`src/tsync_pkg.sv`:
```
// package for timer synchronisation and capture/compare buffering
package tsync_pkg;
  // register byte offsets (avalon byte addresses, one word each)
  localparam logic [4:0] OFF_CTRL = 5'h00;
  localparam logic [4:0] OFF_SLAVE = 5'h04;
  localparam logic [4:0] OFF_STAT = 5'h08;
  localparam logic [4:0] OFF_CNTH = 5'h0c;
  localparam logic [4:0] OFF_CNTL = 5'h10;
  localparam logic [4:0] OFF_CCRH = 5'h14;
  localparam logic [4:0] OFF_CCRL = 5'h18;
  localparam logic [4:0] OFF_CHAN = 5'h1c;
  // ctrl fields
  localparam int CTRL_CEN = 0;
  localparam int CTRL_UG = 1;
  localparam int CTRL_MMS_LO = 4;
  // slave fields
  localparam int SLV_SMS_LO = 0;
  localparam int SLV_TS_LO = 4;
  localparam int SLV_MSM = 7;
  // status fields
  localparam int STAT_TIF = 0;
  localparam int STAT_BLK = 1;
  localparam int STAT_FRZ = 2;
  // channel fields
  localparam int CHAN_DIR_LO = 0;
  localparam int CHAN_OCREF = 2;
  localparam int CHAN_CAP = 3;
  // reset values
  localparam logic [15:0] CNT_RST = 16'h0000;
  localparam logic [15:0] CCR_RST = 16'h0000;
  localparam logic [7:0] PSC_DIV_RST = 8'h03;
  // master select codes
  localparam logic [2:0] MMS_ENABLE = 3'h1;
  localparam logic [2:0] MMS_UPDATE = 3'h2;
  localparam logic [2:0] MMS_OC1 = 3'h4;
  // slave behaviour codes
  localparam logic [2:0] SMS_GATED = 3'h5;
  localparam logic [2:0] SMS_TRIGGER = 3'h6;
  localparam logic [2:0] SMS_EXTCLK = 3'h7;
  // trigger sources
  localparam logic [2:0] TS_INTERNAL = 3'h1;
  localparam logic [2:0] TS_CH1 = 3'h4;
  // channel direction
  localparam logic [1:0] DIR_OUTPUT = 2'h0;
endpackage

```
`src/tsync_timer.sv`:
```
// timer with master/slave trigger logic and buffered capture/compare register
module tsync_timer #(
  parameter logic [7:0] PSC_DIV = tsync_pkg::PSC_DIV_RST
) (
  // clock and reset
  input wire logic i_clk,
  input wire logic i_resetn,
  // avalon-mm slave
  input wire logic [4:0] i_address,
  input wire logic i_read,
  input wire logic i_write,
  input wire logic [31:0] i_writedata,
  output logic [31:0] o_readdata,
  output logic o_waitrequest,
  // link to other timer and channel pin
  input wire logic i_internal_trigger_in,
  input wire logic i_channel1_input,
  output logic o_trigger_output,
  output logic o_compare_output
);
  logic [2:0] master_select_field_reg;
  logic [2:0] slave_behaviour_select_reg;
  logic [2:0] trigger_source_select_reg;
  logic master_slave_align_bit_reg;
  logic counter_enable_bit_reg;
  logic trigger_flag_reg;
  logic [1:0] channel_direction_select_reg;
  logic [15:0] count_reg;
  logic [7:0] psc_reg;
  logic [15:0] preload_reg;
  logic [15:0] shadow_reg;
  logic shadow_blocked_reg;
  logic read_frozen_reg;
  logic [15:0] capture_pend_reg;
  logic capture_pend_valid_reg;
  logic compare1_reference_reg;
  logic [1:0] itr_sync_reg;
  logic [1:0] ch1_sync_reg;
  logic itr_prev_reg;
  logic ch1_prev_reg;
  logic count_enable_signal_dly_reg;
  logic update_event_reg;
  logic ack_reg;
  logic [31:0] rdata_reg;

  logic access;
  logic wr;
  logic rd;
  logic trig_level;
  logic trig_prev;
  logic trig_rise;
  logic count_enable_signal;
  logic prescaler_clock;
  logic psc_wrap;
  logic tick;
  logic update_event;
  logic ug_write;
  logic input_mode;
  logic capture_strobe;
  logic freeze_now;

  // one wait state: read data latched in the first cycle, writes land on the second edge
  assign o_waitrequest = (i_read | i_write) & ~ack_reg;
  assign access = (i_read | i_write) & ack_reg;
  assign wr = i_write & access;
  assign rd = i_read & ~ack_reg;
  // high byte read freezes the preload in the cycle its data is latched
  assign freeze_now = read_frozen_reg | (rd && i_address == tsync_pkg::OFF_CCRH);
  assign ug_write = wr && i_address == tsync_pkg::OFF_CTRL && i_writedata[tsync_pkg::CTRL_UG];
  assign input_mode = channel_direction_select_reg != tsync_pkg::DIR_OUTPUT;

  // triggers pass two flops before use
  always_ff @(posedge i_clk) begin
    if (!i_resetn) begin
      itr_sync_reg <= 2'h0;
      ch1_sync_reg <= 2'h0;
      itr_prev_reg <= 1'b0;
      ch1_prev_reg <= 1'b0;
    end else begin
      itr_sync_reg <= {itr_sync_reg[0], i_internal_trigger_in};
      ch1_sync_reg <= {ch1_sync_reg[0], i_channel1_input};
      itr_prev_reg <= itr_sync_reg[1];
      ch1_prev_reg <= ch1_sync_reg[1];
    end
  end

  always_comb begin
    trig_level = 1'b0;
    trig_prev = 1'b0;
    if (trigger_source_select_reg == tsync_pkg::TS_CH1) begin
      trig_level = ch1_sync_reg[1];
      trig_prev = ch1_prev_reg;
    end else if (trigger_source_select_reg == tsync_pkg::TS_INTERNAL) begin
      trig_level = itr_sync_reg[1];
      trig_prev = itr_prev_reg;
    end
  end
  assign trig_rise = trig_level & ~trig_prev;

  // gating touches enable only; the clock stays local
  assign count_enable_signal = counter_enable_bit_reg &
    (slave_behaviour_select_reg != tsync_pkg::SMS_GATED || trig_level);
  // align bit holds prescaler one cycle behind enable so a chained slave lines up
  assign prescaler_clock = master_slave_align_bit_reg ?
    (count_enable_signal & count_enable_signal_dly_reg) : count_enable_signal;
  assign psc_wrap = psc_reg == PSC_DIV;
  assign tick = (slave_behaviour_select_reg == tsync_pkg::SMS_EXTCLK) ?
    (counter_enable_bit_reg & trig_rise) : (prescaler_clock & psc_wrap);
  assign update_event = (tick && count_reg == 16'hffff) || ug_write;

  always_ff @(posedge i_clk) begin
    if (!i_resetn) begin
      count_enable_signal_dly_reg <= 1'b0;
      update_event_reg <= 1'b0;
    end else begin
      count_enable_signal_dly_reg <= count_enable_signal;
      update_event_reg <= update_event;
    end
  end

  // configuration and enable
  always_ff @(posedge i_clk) begin
    if (!i_resetn) begin
      master_select_field_reg <= 3'h0;
      slave_behaviour_select_reg <= 3'h0;
      trigger_source_select_reg <= 3'h0;
      master_slave_align_bit_reg <= 1'b0;
      channel_direction_select_reg <= 2'h0;
      compare1_reference_reg <= 1'b0;
      counter_enable_bit_reg <= 1'b0;
    end else begin
      if (wr && i_address == tsync_pkg::OFF_CTRL) begin
        master_select_field_reg <= i_writedata[tsync_pkg::CTRL_MMS_LO +: 3];
        counter_enable_bit_reg <= i_writedata[tsync_pkg::CTRL_CEN];
      end
      if (wr && i_address == tsync_pkg::OFF_SLAVE) begin
        slave_behaviour_select_reg <= i_writedata[tsync_pkg::SLV_SMS_LO +: 3];
        trigger_source_select_reg <= i_writedata[tsync_pkg::SLV_TS_LO +: 3];
        master_slave_align_bit_reg <= i_writedata[tsync_pkg::SLV_MSM];
      end
      if (wr && i_address == tsync_pkg::OFF_CHAN) begin
        channel_direction_select_reg <= i_writedata[tsync_pkg::CHAN_DIR_LO +: 2];
      end
      // trigger start wins over a same-cycle software write
      if (slave_behaviour_select_reg == tsync_pkg::SMS_TRIGGER && trig_rise) begin
        counter_enable_bit_reg <= 1'b1;
      end
      // compare reference: high in output mode while count below compare shadow
      compare1_reference_reg <= !input_mode && (count_reg < shadow_reg);
    end
  end

  // trigger flag: set on any slave-mode trigger action, cleared by writing 0
  always_ff @(posedge i_clk) begin
    if (!i_resetn) begin
      trigger_flag_reg <= 1'b0;
    end else if (slave_behaviour_select_reg[2] && trig_level != trig_prev &&
                 (trig_rise || slave_behaviour_select_reg == tsync_pkg::SMS_GATED)) begin
      trigger_flag_reg <= 1'b1;
    end else if (wr && i_address == tsync_pkg::OFF_STAT && !i_writedata[tsync_pkg::STAT_TIF]) begin
      trigger_flag_reg <= 1'b0;
    end
  end

  // counter and prescaler
  always_ff @(posedge i_clk) begin
    if (!i_resetn) begin
      count_reg <= tsync_pkg::CNT_RST;
      psc_reg <= 8'h00;
    end else if (ug_write) begin
      count_reg <= tsync_pkg::CNT_RST;
      psc_reg <= 8'h00;
    end else begin
      if (prescaler_clock) begin
        psc_reg <= psc_wrap ? 8'h00 : psc_reg + 8'h01;
      end
      if (wr && i_address == tsync_pkg::OFF_CNTH) begin
        count_reg[15:8] <= i_writedata[7:0];
      end else if (wr && i_address == tsync_pkg::OFF_CNTL) begin
        count_reg[7:0] <= i_writedata[7:0];
      end else if (tick) begin
        count_reg <= count_reg + 16'h0001;
      end
    end
  end

  // trigger output selection
  always_ff @(posedge i_clk) begin
    if (!i_resetn) begin
      o_trigger_output <= 1'b0;
    end else begin
      unique case (master_select_field_reg)
        tsync_pkg::MMS_ENABLE: o_trigger_output <= count_enable_signal;
        tsync_pkg::MMS_UPDATE: o_trigger_output <= update_event;
        default: o_trigger_output <= master_select_field_reg[2] &
                                     compare1_reference_reg;
      endcase
    end
  end

  always_ff @(posedge i_clk) begin
    if (!i_resetn) begin
      o_compare_output <= 1'b0;
    end else begin
      o_compare_output <= compare1_reference_reg;
    end
  end

  // capture on selected channel 1 rising edge in input mode
  assign capture_strobe = input_mode && ch1_sync_reg[1] && !ch1_prev_reg;

  // capture/compare buffering
  always_ff @(posedge i_clk) begin
    if (!i_resetn) begin
      preload_reg <= tsync_pkg::CCR_RST;
      shadow_reg <= tsync_pkg::CCR_RST;
      shadow_blocked_reg <= 1'b0;
      read_frozen_reg <= 1'b0;
      capture_pend_reg <= tsync_pkg::CCR_RST;
      capture_pend_valid_reg <= 1'b0;
    end else if (input_mode) begin
      shadow_blocked_reg <= 1'b0;
      if (capture_strobe) begin
        shadow_reg <= count_reg;
        capture_pend_reg <= count_reg;
      end
      // high byte read freezes preload until low byte read
      if (rd && i_address == tsync_pkg::OFF_CCRH) begin
        read_frozen_reg <= 1'b1;
      end else if (rd && i_address == tsync_pkg::OFF_CCRL) begin
        read_frozen_reg <= 1'b0;
      end
      if (capture_strobe && !freeze_now) begin
        preload_reg <= count_reg;
        capture_pend_valid_reg <= 1'b0;
      end else if (capture_strobe) begin
        capture_pend_valid_reg <= 1'b1;
      end else if (!freeze_now && capture_pend_valid_reg) begin
        preload_reg <= capture_pend_reg;
        capture_pend_valid_reg <= 1'b0;
      end
    end else begin
      read_frozen_reg <= 1'b0;
      capture_pend_valid_reg <= 1'b0;
      if (wr && i_address == tsync_pkg::OFF_CCRH) begin
        preload_reg[15:8] <= i_writedata[7:0];
        shadow_blocked_reg <= 1'b1;
      end else if (wr && i_address == tsync_pkg::OFF_CCRL) begin
        preload_reg[7:0] <= i_writedata[7:0];
        shadow_blocked_reg <= 1'b0;
      end else if (!shadow_blocked_reg) begin
        shadow_reg <= preload_reg;
      end
    end
  end

  // read mux; in input mode a low-only ccr read outside a sequence shows current count
  always_comb begin
    rdata_reg = 32'h0000_0000;
    unique case (i_address)
      tsync_pkg::OFF_CTRL: rdata_reg = {24'h0, 1'b0, master_select_field_reg, 2'h0,
                                        1'b0, counter_enable_bit_reg};
      tsync_pkg::OFF_SLAVE: rdata_reg = {24'h0, master_slave_align_bit_reg,
                                         trigger_source_select_reg, 1'b0,
                                         slave_behaviour_select_reg};
      tsync_pkg::OFF_STAT: rdata_reg = {29'h0, read_frozen_reg, shadow_blocked_reg,
                                        trigger_flag_reg};
      tsync_pkg::OFF_CNTH: rdata_reg = {24'h0, count_reg[15:8]};
      tsync_pkg::OFF_CNTL: rdata_reg = {24'h0, count_reg[7:0]};
      tsync_pkg::OFF_CCRH: rdata_reg = {24'h0, preload_reg[15:8]};
      tsync_pkg::OFF_CCRL: rdata_reg = (input_mode && !read_frozen_reg) ?
        {24'h0, count_reg[7:0]} : {24'h0, preload_reg[7:0]};
      tsync_pkg::OFF_CHAN: rdata_reg = {28'h0, capture_pend_valid_reg,
                                        compare1_reference_reg,
                                        channel_direction_select_reg};
      default: rdata_reg = 32'h0000_0000;
    endcase
  end

  always_ff @(posedge i_clk) begin
    if (!i_resetn) begin
      ack_reg <= 1'b0;
      o_readdata <= 32'h0000_0000;
    end else begin
      ack_reg <= o_waitrequest;
      if (rd) begin
        o_readdata <= rdata_reg;
      end
    end
  end
endmodule

```
`config.mk`:
```
export PLATFORM = sky130hd
export DESIGN_NAME = tsync_timer
export DESIGN_NICKNAME = d
export VERILOG_FILES = /design/src/tsync_pkg.sv /design/src/tsync_timer.sv
export SDC_FILE = /design/constraint.sdc
export NUM_CORES = 1
export LEC_CHECK = 0
export ABC_CLOCK_PERIOD_IN_PS = 2200
export BUFFER_PORTS_ARGS = -buffer_cell sky130_fd_sc_hd__buf_2
export CORE_ASPECT_RATIO = 1.4
export CORE_MARGIN = 4
export CORE_UTILIZATION = 53
export CTS_CLUSTER_SIZE = 10
export DETAILED_ROUTE_END_ITERATION = 10
export PLACE_DENSITY_LB_ADDON = 0.15
export SLEW_MARGIN = 5
export SYNTH_ARGS = -nofsm -noshare
export SYNTH_HDL_FRONTEND = slang
export SYNTH_SLANG_ARGS = --single-unit
```
`constraint.sdc`:
```
create_clock -name i_clk -period 2.2 [get_ports i_clk]
set_input_delay 0.66 -clock i_clk [delete_from_list [all_inputs] [get_ports i_clk]]
set_output_delay 0.66 -clock i_clk [all_outputs]
set_load 0.02 [all_outputs]
```
==> results of run 1 <==
area by class of cell:
| type | instances | area, µm² | area share |
|---|---|---|---|
| sequential | 108 | 2160 | 0.315 |
| clock buffer | 10 | 239 | 0.0348 |
| inverter | 19 | 71.3 | 0.0104 |
| clock inverter | 6 | 38.8 | 0.00565 |
| multi-input combinational | 565 | 3380 | 0.492 |
| tap | 141 | 176 | 0.0257 |
| timing repair buffer | 107 | 793 | 0.116 |
logic make-up after synthesis:
logic type      Yosys count  synth area share
compound gates          180             0.212
simple gates            315             0.253
xor+xnor                  7            0.0104
flops                   108             0.366
fa+ha+maj                18            0.0382
other cells               1          0.000636
mux                      21            0.0382
buf+inv                  98            0.0808
cell usage after synthesis, types with 8 or more instances:
cell type | count | share of area
a21o_1 | 8 | 0.010
o41ai_1 | 14 | 0.021
a311oi_1 | 14 | 0.021
nand4_1 | 12 | 0.013
ha_1 | 18 | 0.038
and2_1 | 13 | 0.014
inv_1 | 18 | 0.011
mux2i_1 | 18 | 0.031
o21ai_0 | 35 | 0.030
a21oi_1 | 40 | 0.034
dfxtp_1 | 108 | 0.37
o211ai_1 | 12 | 0.015
buf_4 | 25 | 0.032
a221oi_1 | 12 | 0.018
nand2_1 | 115 | 0.073
nor3_1 | 25 | 0.021
nand3_1 | 34 | 0.029
nor2_1 | 71 | 0.045
buf_2 | 11 | 0.0093
clkbuf_1 | 35 | 0.022
stage by stage:
step                TNS (ps)  utilization
CTS                        0        0.629
finish                     0        0.632
floorplan                  0            -
global placement       -1900        0.602
detailed placement     -2660        0.602
global route               0        0.632
timing repair:
| item | CTS | global route |
|---|---|---|
| setup buffers | 0 | 2 |
| pin swaps | 0 | 4 |
| resized for setup | 3 | 7 |
| setup endpoints to repair | 2 | 10 |
power groups by stage:
stage,Sequential [µW],Clock [µW],Combinational [µW]
after detailed placement,2030,0,310
after global placement,2030,0,304
final,1990,1560,319
after CTS,1990,1560,311
after floorplan,2030,0,211
after global routing,1990,1650,340
worst paths after layout:
| kind | from | end | cells past startpoint |
|---|---|---|---|
| worst max-delay path | trigger_source_select_reg[2] | count_reg[10] | 7 |
| worst min-delay path | ch1_sync_reg[0] | ch1_sync_reg[1] | 1 |
| worst max register to register | trigger_source_select_reg[2] | count_reg[10] | 7 |
| worst min register to register | ch1_sync_reg[0] | ch1_sync_reg[1] | 1 |
critical path, delay by kind of cell (launching register included):
family / cells / cell delay (ps)
adders and majority gates: 1 / 190
DFF: 1 / 330
and+or+nand+nor: 4 / 1230
AOI/OAI and AO/OA: 2 / 280
per-layer routing:
layer,routed length [µm],part of all wire,vias to the layer above,track usage
li1,-,-,2761,-
met1,7720,0.41,2816,0.361
met2,9190,0.49,221,0.490
met3,1060,0.056,57,0.0359
met4,904,0.048,0,0.155
met5,0,0,-,0
==> run_results.csv, run 1 <==
group,metric,value,unit
power_and_ir_drop,max-vdd-ir-drop,0.000407,V
sta,fin_crit_sh,0.948,
place,place_area,6550,µm²
worst_setup_path,critPathArrivalTime,2370,ps
power_and_ir_drop,p_int,2870,µW
floorplanning,initial_utilization,0.543,
cts,clk_pin_slew,70,ps
cells_and_area,syn2layout_area_growth,16.3,%
cells_and_area,fillCellCount,971,
sta,finalSetupViolCount,0,
cts,clk_latency,350,ps
power_and_ir_drop,power,3860,µW
min_path,min-delay-path-class,"reg2reg",
cells_and_area,layout_commonest_cell,"nand2_1",
floorplanning,die_y,133,µm
cts,cts_tree,"done",
route,dr.first_iter.drc_count,637,
route,antenna_left,0,
worst_setup_path,path_max_fanout,5,
route,post_drt_via_cell_ratio,6.12,
synthesis,synth-seq-cells,108,
worst_setup_path,crit_path_top_delay_cell,"or4_1",
cells_and_area,mostFrequentLayoutCells,"nand2_1 (115), dfxtp_1 (106), buf_4 (73), nor2_1 (70), a21oi_1 (40)",
run,maxCapViolCount,0,
synthesis,yosysUniqueCellTypes,66,
place,dp_hpwl,14.0,mm
synthesis,synth_edf_count,0,
sta,fin_crit,2090,ps
global_route,grt_pass1_wl,29.7,mm
place,pre_cts_ws,-164,ps
cts,h-tree-depth,3,
sta,hold_slack,440,ps
floorplanning,pin_count,78,
synthesis,async_flop_share,0,
run_status,status,"completed",
place,dpl.cell_count,938,
synthesis,ys.flop_type,"dfxtp_1",
global_route,grt_max_degree,47,
worst_setup_path,worstSetupStartpointType,"register",
power_and_ir_drop,power_density,563,nW/µm²
synthesis,postSynthAreaPerCell,7.89,µm²
worst_setup_path,rrSetupSlack,110,ps
cts,hold_buffers,0,
floorplanning,coreArea,10900,µm²
cells_and_area,drive_gt1_frac,0.182,
sta,finClkSkew,6.82,ps
cells_and_area,stdcell_count,956,
cells_and_area,design_area,6860,µm²
cells_and_area,nets,871,
sta,hold_viol_final,0,
floorplanning,die_w,97.2,µm
global_route,track_usage,0.291,
power_and_ir_drop,swShare,0.257,
route,routed_wirelength,18.9,mm
synthesis,synthCells,748,
cts,cts_buffers,9,
global_route,antenna_found_initial,0,
worst_setup_path,cp_cell_sequence,"and4bb_2 > or2_2 > ha_2 > and4_4 > o21ai_2 > or4_1 > a31oi_1",
power_and_ir_drop,p_leak,0.00270,µW
place,place_congestion,0.943,
global_route,overflow,0,
floorplanning,rows,45,
power_and_ir_drop,p_seq_frac,0.515,
cts,clock_path_buffers,2,
sta,finalWorstSetupSlack,114,ps
cts,cts_sinks,108,
cts,root_buffer,"clkbuf_16",
worst_setup_path,required,2480,ps
worst_setup_path,cpPeakStageDelay,510,ps
sta,clock.fmax,479,MHz
synthesis,ys_seq_area_frac,0.366,
place,port_buffers,29,
worst_setup_path,end_kind,"register",
power_and_ir_drop,p_clk_frac,0.403,
sta,relSlewSlack,0.589,
synthesis,synth_area,5900,µm²
sta,slew_viol_final,0,
cells_and_area,diodes,0,
power_and_ir_drop,net-switching-power,991,µW
floorplanning,dieArea,12900,µm²
sta,tightest_slew,611,ps
route,num_vias,5855,
worst_setup_path,critical_path_class,"reg2reg",
route,wl_per_cell,19.7,µm
route,first_pass_iters,5,
synthesis,ys_warn_count,0,
global_route,grt_pass1_vias,5590,
power_and_ir_drop,share_comb_of_total_power,0.083,
sta,rsz0062_at_grt,"no",
route,route.detailed.drc,0,
Power figures use the tool's default switching activity.
==> inputs of run 2 (changes only) <==
--- a/config.mk
+++ b/config.mk
@@ -5,6 +5,7 @@
 export SDC_FILE = /design/constraint.sdc
 export NUM_CORES = 1
 export LEC_CHECK = 0
+export ABC_AREA = 1
 export ABC_CLOCK_PERIOD_IN_PS = 2200
 export BUFFER_PORTS_ARGS = -buffer_cell sky130_fd_sc_hd__buf_2
 export CORE_ASPECT_RATIO = 1.4
==> run 2 against run 1 <==
Core utilization fell by 2.6 points; combinational power fell by 20%; power rose by 5.4%; critical path type unchanged; critical endpoint is now o_trigger_output; largest power group unchanged.
==> run_results.csv, run 2 <==
group,metric,value,unit
sta,clock.fmax,519,MHz
min_path,min-delay-path-class,"reg2reg",
synthesis,synth_adder_area_share,0.0365,
synthesis,synth_area,6160,µm²
route,first_pass_iters,5,
cells_and_area,mostFrequentLayoutCells,"nand2_1 (141), inv_1 (108), dfxtp_1 (108), nor2_1 (105), a21oi_1 (99)",
global_route,antenna_found_initial,0,
synthesis,synth_xor_area_frac,0.00711,
route,num_vias,6213,
cts,clk_latency,350,ps
sta,slew_viol_final,0,
route,routed_wirelength,18.0,mm
route,route.detailed.drc,0,
cells_and_area,diodes,0,
cts,root_buffer,"clkbuf_16",
power_and_ir_drop,p_leak,0.00293,µW
cts,cts_buffers,9,
power_and_ir_drop,max-vdd-ir-drop,0.000340,V
sta,hold_viol_final,0,
worst_setup_path,critPathArrivalTime,2200,ps
sta,finalSetupViolCount,0,
worst_setup_path,cp-startpoint,"count_reg[1]",
cells_and_area,syn2layout_area_growth,11.3,%
cts,cts_resized,0,
place,pre_cts_ws,-0.874,ps
synthesis,synth_most_common_cell,"nand2_1",
cells_and_area,nets,1016,
sta,finClkSkew,6.15,ps
route,antenna_left,0,
cells_and_area,drive_gt1_frac,0.125,
cts,post_cts_buffers,0,
global_route,grt_pass1_wl,28.7,mm
worst_setup_path,rrSetupSlack,270,ps
worst_setup_path,rr_startpoint,"count_reg[1]",
global_route,grt_pass1_vias,5807,
cts,cts_tree,"done",
global_route,overflow,0,
synthesis,synth_common_cells,"nand2_1 (141), dfxtp_1 (108), inv_1 (108), nor2_1 (105), a21oi_1 (99)",
sta,finalWorstSetupSlack,275,ps
route,route.layer.met1.wl,7.50,mm
route,dr.first_iter.drc_count,504,
cells_and_area,design_area,6860,µm²
place,dp_hpwl,13.6,mm
synthesis,muxShareOfSynthArea,0,
route,wl_per_cell,16.4,µm
synthesis,synthSimpleGateAreaFrac,0.263,
floorplanning,coreArea,11300,µm²
worst_setup_path,worstSetupStartpointType,"register",
floorplanning,pin_count,78,
synthesis,postSynthAreaPerCell,6.76,µm²
run,maxCapViolCount,0,
power_and_ir_drop,power_density,594,nW/µm²
worst_setup_path,crit_end,"o_trigger_output",
worst_setup_path,path_max_fanout,5,
synthesis,synth-seq-cells,108,
synthesis,yosysUniqueCellTypes,44,
floorplanning,die_y,136,µm
cts,clk_pin_slew,70,ps
synthesis,ys_warn_count,0,
floorplanning,die_w,99.1,µm
synthesis,ys_seq_area_frac,0.351,
global_route,grt_max_degree,49,
synthesis,ys.flop_type,"dfxtp_1",
cts,clock_path_buffers,2,
cells_and_area,layout_commonest_cell,"nand2_1",
sta,fin_crit,1930,ps
run_status,status,"completed",
sta,fin_crit_sh,0.875,
sta,fin_setup_tns,0,ps
place,place_area,6540,µm²
route,post_drt_via_cell_ratio,5.64,
worst_setup_path,critical_path_class,"reg2reg",
synthesis,yosysTopAreaCellShare,0.351,
route,top_layer,"met4",
synthesis,synth_compound_area_frac,0.203,
synthesis,synth_edf_count,0,
synthesis,synthCells,912,
place,place_congestion,0.980,
cts,cts_sinks,108,
worst_setup_path,required,2470,ps
synthesis,ys_top_cells_by_area,"dfxtp_1 (35%), nand2_1 (8.6%), a21oi_1 (8.0%), inv_1 (6.6%), nor2_1 (6.4%)",
floorplanning,dieArea,13400,µm²
worst_setup_path,reg2regPathDepth,9,
cts,h-tree-depth,3,
cells_and_area,fillCellCount,1097,
worst_setup_path,end_kind,"register",
sta,rsz0062_at_grt,"no",
synthesis,synth.largest_area_cell,"dfxtp_1",
worst_setup_path,r2r-end,"o_trigger_output",
global_route,track_usage,0.269,
floorplanning,rows,46,
route,wl_met2,8.41,mm
route,met3WireLength,1.32,mm
synthesis,synth_top_family_by_area,"simple AND/OR/NAND/NOR gates",
cts,hold_buffers,0,
place,port_buffers,29,
floorplanning,initial_utilization,0.544,
synthesis,async_flop_share,0,
-- run 2: changes by cell type after synthesis, sizes merged, moves of 18 or more --
cell and delta:
nand2 +33, mux2i -18, nor2 +39, nand3 +28
o21ai +47, clkbuf -21, inv +105, a21oi +58
-- run 2: cell families after synthesis --
group	after synthesis
other	1
flip-flops	108
adder cells (fa/ha/maj)	18
AND/OR/NAND/NOR	363
XOR/XNOR	5
AO/OA/AOI/OAI	230
buffers and inverters	187
-- run 2: how the worst min path moves through the flow --
stage	startpoint	end	slack [ps]	cells after the start
CTS	itr_sync_reg[0]	itr_sync_reg[1]	420	2
global route	ch1_sync_reg[0]	ch1_sync_reg[1]	450	2
detailed placement	itr_sync_reg[0]	itr_sync_reg[1]	410	2
global placement	itr_sync_reg[0]	itr_sync_reg[1]	390	2
floorplan	ch1_sync_reg[0]	ch1_sync_reg[1]	390	2
finish	itr_sync_reg[0]	itr_sync_reg[1]	420	2
-- run 2: cell type report --
cell class / instances / area, µm² / area share
tap: 144 / 180 / 0.0263
timing repair buffer: 70 / 490 / 0.0715
multi-input combinational: 640 / 3230 / 0.471
sequential: 108 / 2160 / 0.315
inverter: 126 / 473 / 0.0689
clock buffer: 9 / 225 / 0.0328
clock inverter: 5 / 103 / 0.0149
-- run 2: power by group --
group	switching [µW]	total [µW]	internal, µW	leakage [µW]
clock network	740	1840	1100	0.000157
logic	188	254	66.3	0.00190
registers	11.1	1980	1970	0.000871
-- run 2: critical path, cell delays in order, from the launching register on --
cell,delay [ps]
dfxtp_1,470
ha_1,220
nand2_1,80
nor2_1,290
nand3_1,170
nor4_1,260
nand2_1,110
nand2_1,70
nand2_1,40
a21oi_1,130
-- run 2: stage by stage --
step                hold slack, ps  cells   util  total power [µW]
finish                         420   1102  0.605              4070
global route                   451   1102  0.605              4180
floorplan                      390    935      -              2220
CTS                            423   1102  0.605              4080
global placement               394   1088  0.576              2270
detailed placement             412   1088  0.576              2280
-- run 2: routing by layer --
| layer | track usage | vias to the layer above |
|---|---|---|
| met1 | 0.335 | 2843 |
| met2 | 0.442 | 266 |
| met4 | 0.146 | 0 |
| met5 | 0 | - |
| li1 | - | 3054 |
| met3 | 0.0464 | 50 |
==> inputs of run 3 (changes only) <==
--- a/config.mk
+++ b/config.mk
@@ -10,11 +10,13 @@
 export BUFFER_PORTS_ARGS = -buffer_cell sky130_fd_sc_hd__buf_2
 export CORE_ASPECT_RATIO = 1.4
 export CORE_MARGIN = 4
-export CORE_UTILIZATION = 53
+export CORE_UTILIZATION = 28
 export CTS_CLUSTER_SIZE = 10
 export DETAILED_ROUTE_END_ITERATION = 10
 export PLACE_DENSITY_LB_ADDON = 0.15
+export SKIP_LAST_GASP = 1
 export SLEW_MARGIN = 5
 export SYNTH_ARGS = -nofsm -noshare
 export SYNTH_HDL_FRONTEND = slang
 export SYNTH_SLANG_ARGS = --single-unit
+export TNS_END_PERCENT = 30
==> run 3 against run 2 <==
Via count fell by 2.8%; power fell by 3.7%; combinational power rose by 6%; wire length rose by 17%; critical path depth did not move; clock skew rose by 4.0 ps; sequential share of layout area fell by 1.2 points; highest routed layer unchanged; worst hold slack got worse by 2.4 ps; clock power fell by 9%.
==> run_results.csv, run 3 (synthesized netlist as in run 2, its figures left out) <==
group,metric,value,unit
worst_setup_path,crit_path_top_delay_cell,"clkinv_1",
place,place_area,6840,µm²
cells_and_area,drive_gt1_frac,0.139,
cts,cts_tree,"done",
worst_setup_path,cpPeakStageDelay,390,ps
cts,cts_buffers,9,
min_path,whs_path_depth,2,
min_path,min-delay-path-class,"reg2reg",
power_and_ir_drop,p_seq_frac,0.505,
route,wl_per_cell,16.6,µm
cells_and_area,syn2layout_area_growth,15.8,%
worst_setup_path,worstSetupStartpointType,"register",
worst_setup_path,reg2regPathDepth,9,
sta,finClkSkew,10.2,ps
sta,tightest_slew,552,ps
cts,clock_path_buffers,2,
global_route,grt_pass1_wl,32.5,mm
worst_setup_path,end_kind,"register",
sta,rsz0062_at_grt,"no",
floorplanning,die_y,184,µm
worst_setup_path,critical_path_class,"reg2reg",
worst_setup_path,path_max_fanout,10,
global_route,track_usage,0.173,
worst_setup_path,cp_cell_sequence,"inv_1 > nand2_1 > clkinv_1 > nor2_1 > nand2_1 > nand2_1 > inv_2 > nor2_1 > a21oi_1",
floorplanning,die_w,133,µm
sta,finalWorstSetupSlack,251,ps
global_route,overflow,0,
worst_setup_path,path_buf_inv,3,
cells_and_area,layout_commonest_cell,"nand2_1",
power_and_ir_drop,p_clk_frac,0.426,
cells_and_area,diodes,0,
cts,cts_sinks,108,
power_and_ir_drop,share_comb_of_total_power,0.069,
cells_and_area,mostFrequentLayoutCells,"nand2_1 (141), inv_1 (108), dfxtp_1 (108), nor2_1 (105), a21oi_1 (99)",
sta,fin_crit_sh,0.886,
place,place_congestion,0.856,
route,dr.first_iter.drc_count,416,
floorplanning,rows,64,
route,num_vias,6036,
power_and_ir_drop,p_int,2930,µW
worst_setup_path,required,2460,ps
power_and_ir_drop,net-switching-power,997,µW
cells_and_area,design_area,7140,µm²
worst_setup_path,critPathArrivalTime,2210,ps
cts,h-tree-depth,3,
worst_setup_path,cpLargestDelayFamily,"simple AND/OR/NAND/NOR gates",
power_and_ir_drop,max-vdd-ir-drop,0.000424,V
worst_setup_path,crit_top_cell,"nand2_1",
route,post_drt_via_cell_ratio,4.75,
sta,relSlewSlack,0.632,
floorplanning,initial_utilization,0.283,
worst_setup_path,rrSetupSlack,250,ps
sta,clock.fmax,513,MHz
power_and_ir_drop,swShare,0.254,
route,route.detailed.drc,0,
cts,root_buffer,"clkbuf_16",
sta,hold_viol_final,0,
route,first_pass_iters,5,
cts,clk_pin_slew,80,ps
run,maxCapViolCount,0,
sta,fin_crit,1950,ps
place,pre_cts_ws,9.67,ps
sta,finalSetupViolCount,0,
worst_setup_path,r2r-end,"preload_reg[13]",
run_status,status,"completed",
cells_and_area,nets,1030,
power_and_ir_drop,power_density,550,nW/µm²
min_path,min_from,"itr_sync_reg[0]",
place,port_buffers,29,
cts,cts_resized,0,
cts,hold_buffers,0,
global_route,antenna_found_initial,0,
cts,post_cts_buffers,0,
power_and_ir_drop,p_leak,0.00299,µW
global_route,grt_pass1_vias,5557,
floorplanning,coreArea,21800,µm²
worst_setup_path,rr_startpoint,"channel_direction_select_reg[0]",
floorplanning,pin_count,78,
place,dp_hpwl,16.3,mm
sta,slew_viol_final,0,
cts,clk_latency,370,ps
floorplanning,dieArea,24500,µm²
route,routed_wirelength,21.1,mm
min_path,hold_end,"itr_sync_reg[1]",
route,antenna_left,0,
global_route,grt_max_degree,54,
-- run 3: cell types whose count changed in the layout (fill, tap and decap cells not counted) --
| cell | before | now |
|---|---|---|
| buf_4 | 38 | 51 |
| bufinv_16 | 3 | 1 |
| clkinv_4 | 0 | 2 |
| buf_12 | 3 | 4 |
| clkbuf_1 | 0 | 1 |
| clkinv_2 | 1 | 2 |
-- run 3: metrics by stage --
step                      power (µW)   util  std cells  setup TNS (ps)  hold WS (ps)
after floorplan                 2220      -        935               0           390
after global placement          2300  0.314       1255           -9.74           395
after detailed placement        2300  0.314       1255               0           410
after CTS                       3990  0.328       1271               0           421
after global routing            4090  0.328       1271               0           438
final                           3920  0.328       1271               0           417
-- run 3: worst max-delay path by stage --
stage | start | end | slack, ps | cells after the start
final | channel_direction_select_reg[0] | preload_reg[13] | 250 | 9
after global routing | channel_direction_select_reg[0] | preload_reg[10] | 40 | 9
after detailed placement | i_address[0] | count_reg[11] | 10 | 12
after floorplan | i_address[1] | shadow_reg[10] | 400 | 11
after global placement | i_address[3] | count_reg[0] | -10 | 10
after CTS | channel_direction_select_reg[0] | preload_reg[13] | 210 | 9
-- run 3: worst register-to-register path, cell delays in order, from the launching register on --
cell      delay (ps)
dfxtp_1          330
inv_1             50
nand2_1          240
clkinv_1         390
nor2_1           200
nand2_1           80
nand2_1          190
inv_2            120
nor2_1           150
a21oi_1           80
-- run 3: layout make-up --
class	count	area, µm²
Multi-Input combinational cell	640	3230
Fill cell	2478	14600
Clock buffer	10	229
Tap cell	297	372
Sequential cell	108	2160
Clock inverter	6	65.1
Timing Repair Buffer	84	608
Inverter	126	473
-- run 3: power groups by stage --
stage          combinational, µW  sequential [µW]  clock (µW)
2_1_floorplan                194             2030           0
3_3_place_gp                 272             2030           0
3_5_place_dp                 272             2030           0
4_1_cts                      273             1980        1730
5_1_grt                      296             1980        1810
6_report                     270             1980        1670
-- run 3: metal layers --
metal / vias up / GRT usage / share of wire
met3: 25 / 0.0194 / 0.031
met2: 137 / 0.315 / 0.51
met1: 2785 / 0.213 / 0.44
met5: - / 0 / 0
li1: 3089 / - / -
met4: 0 / 0.0572 / 0.020
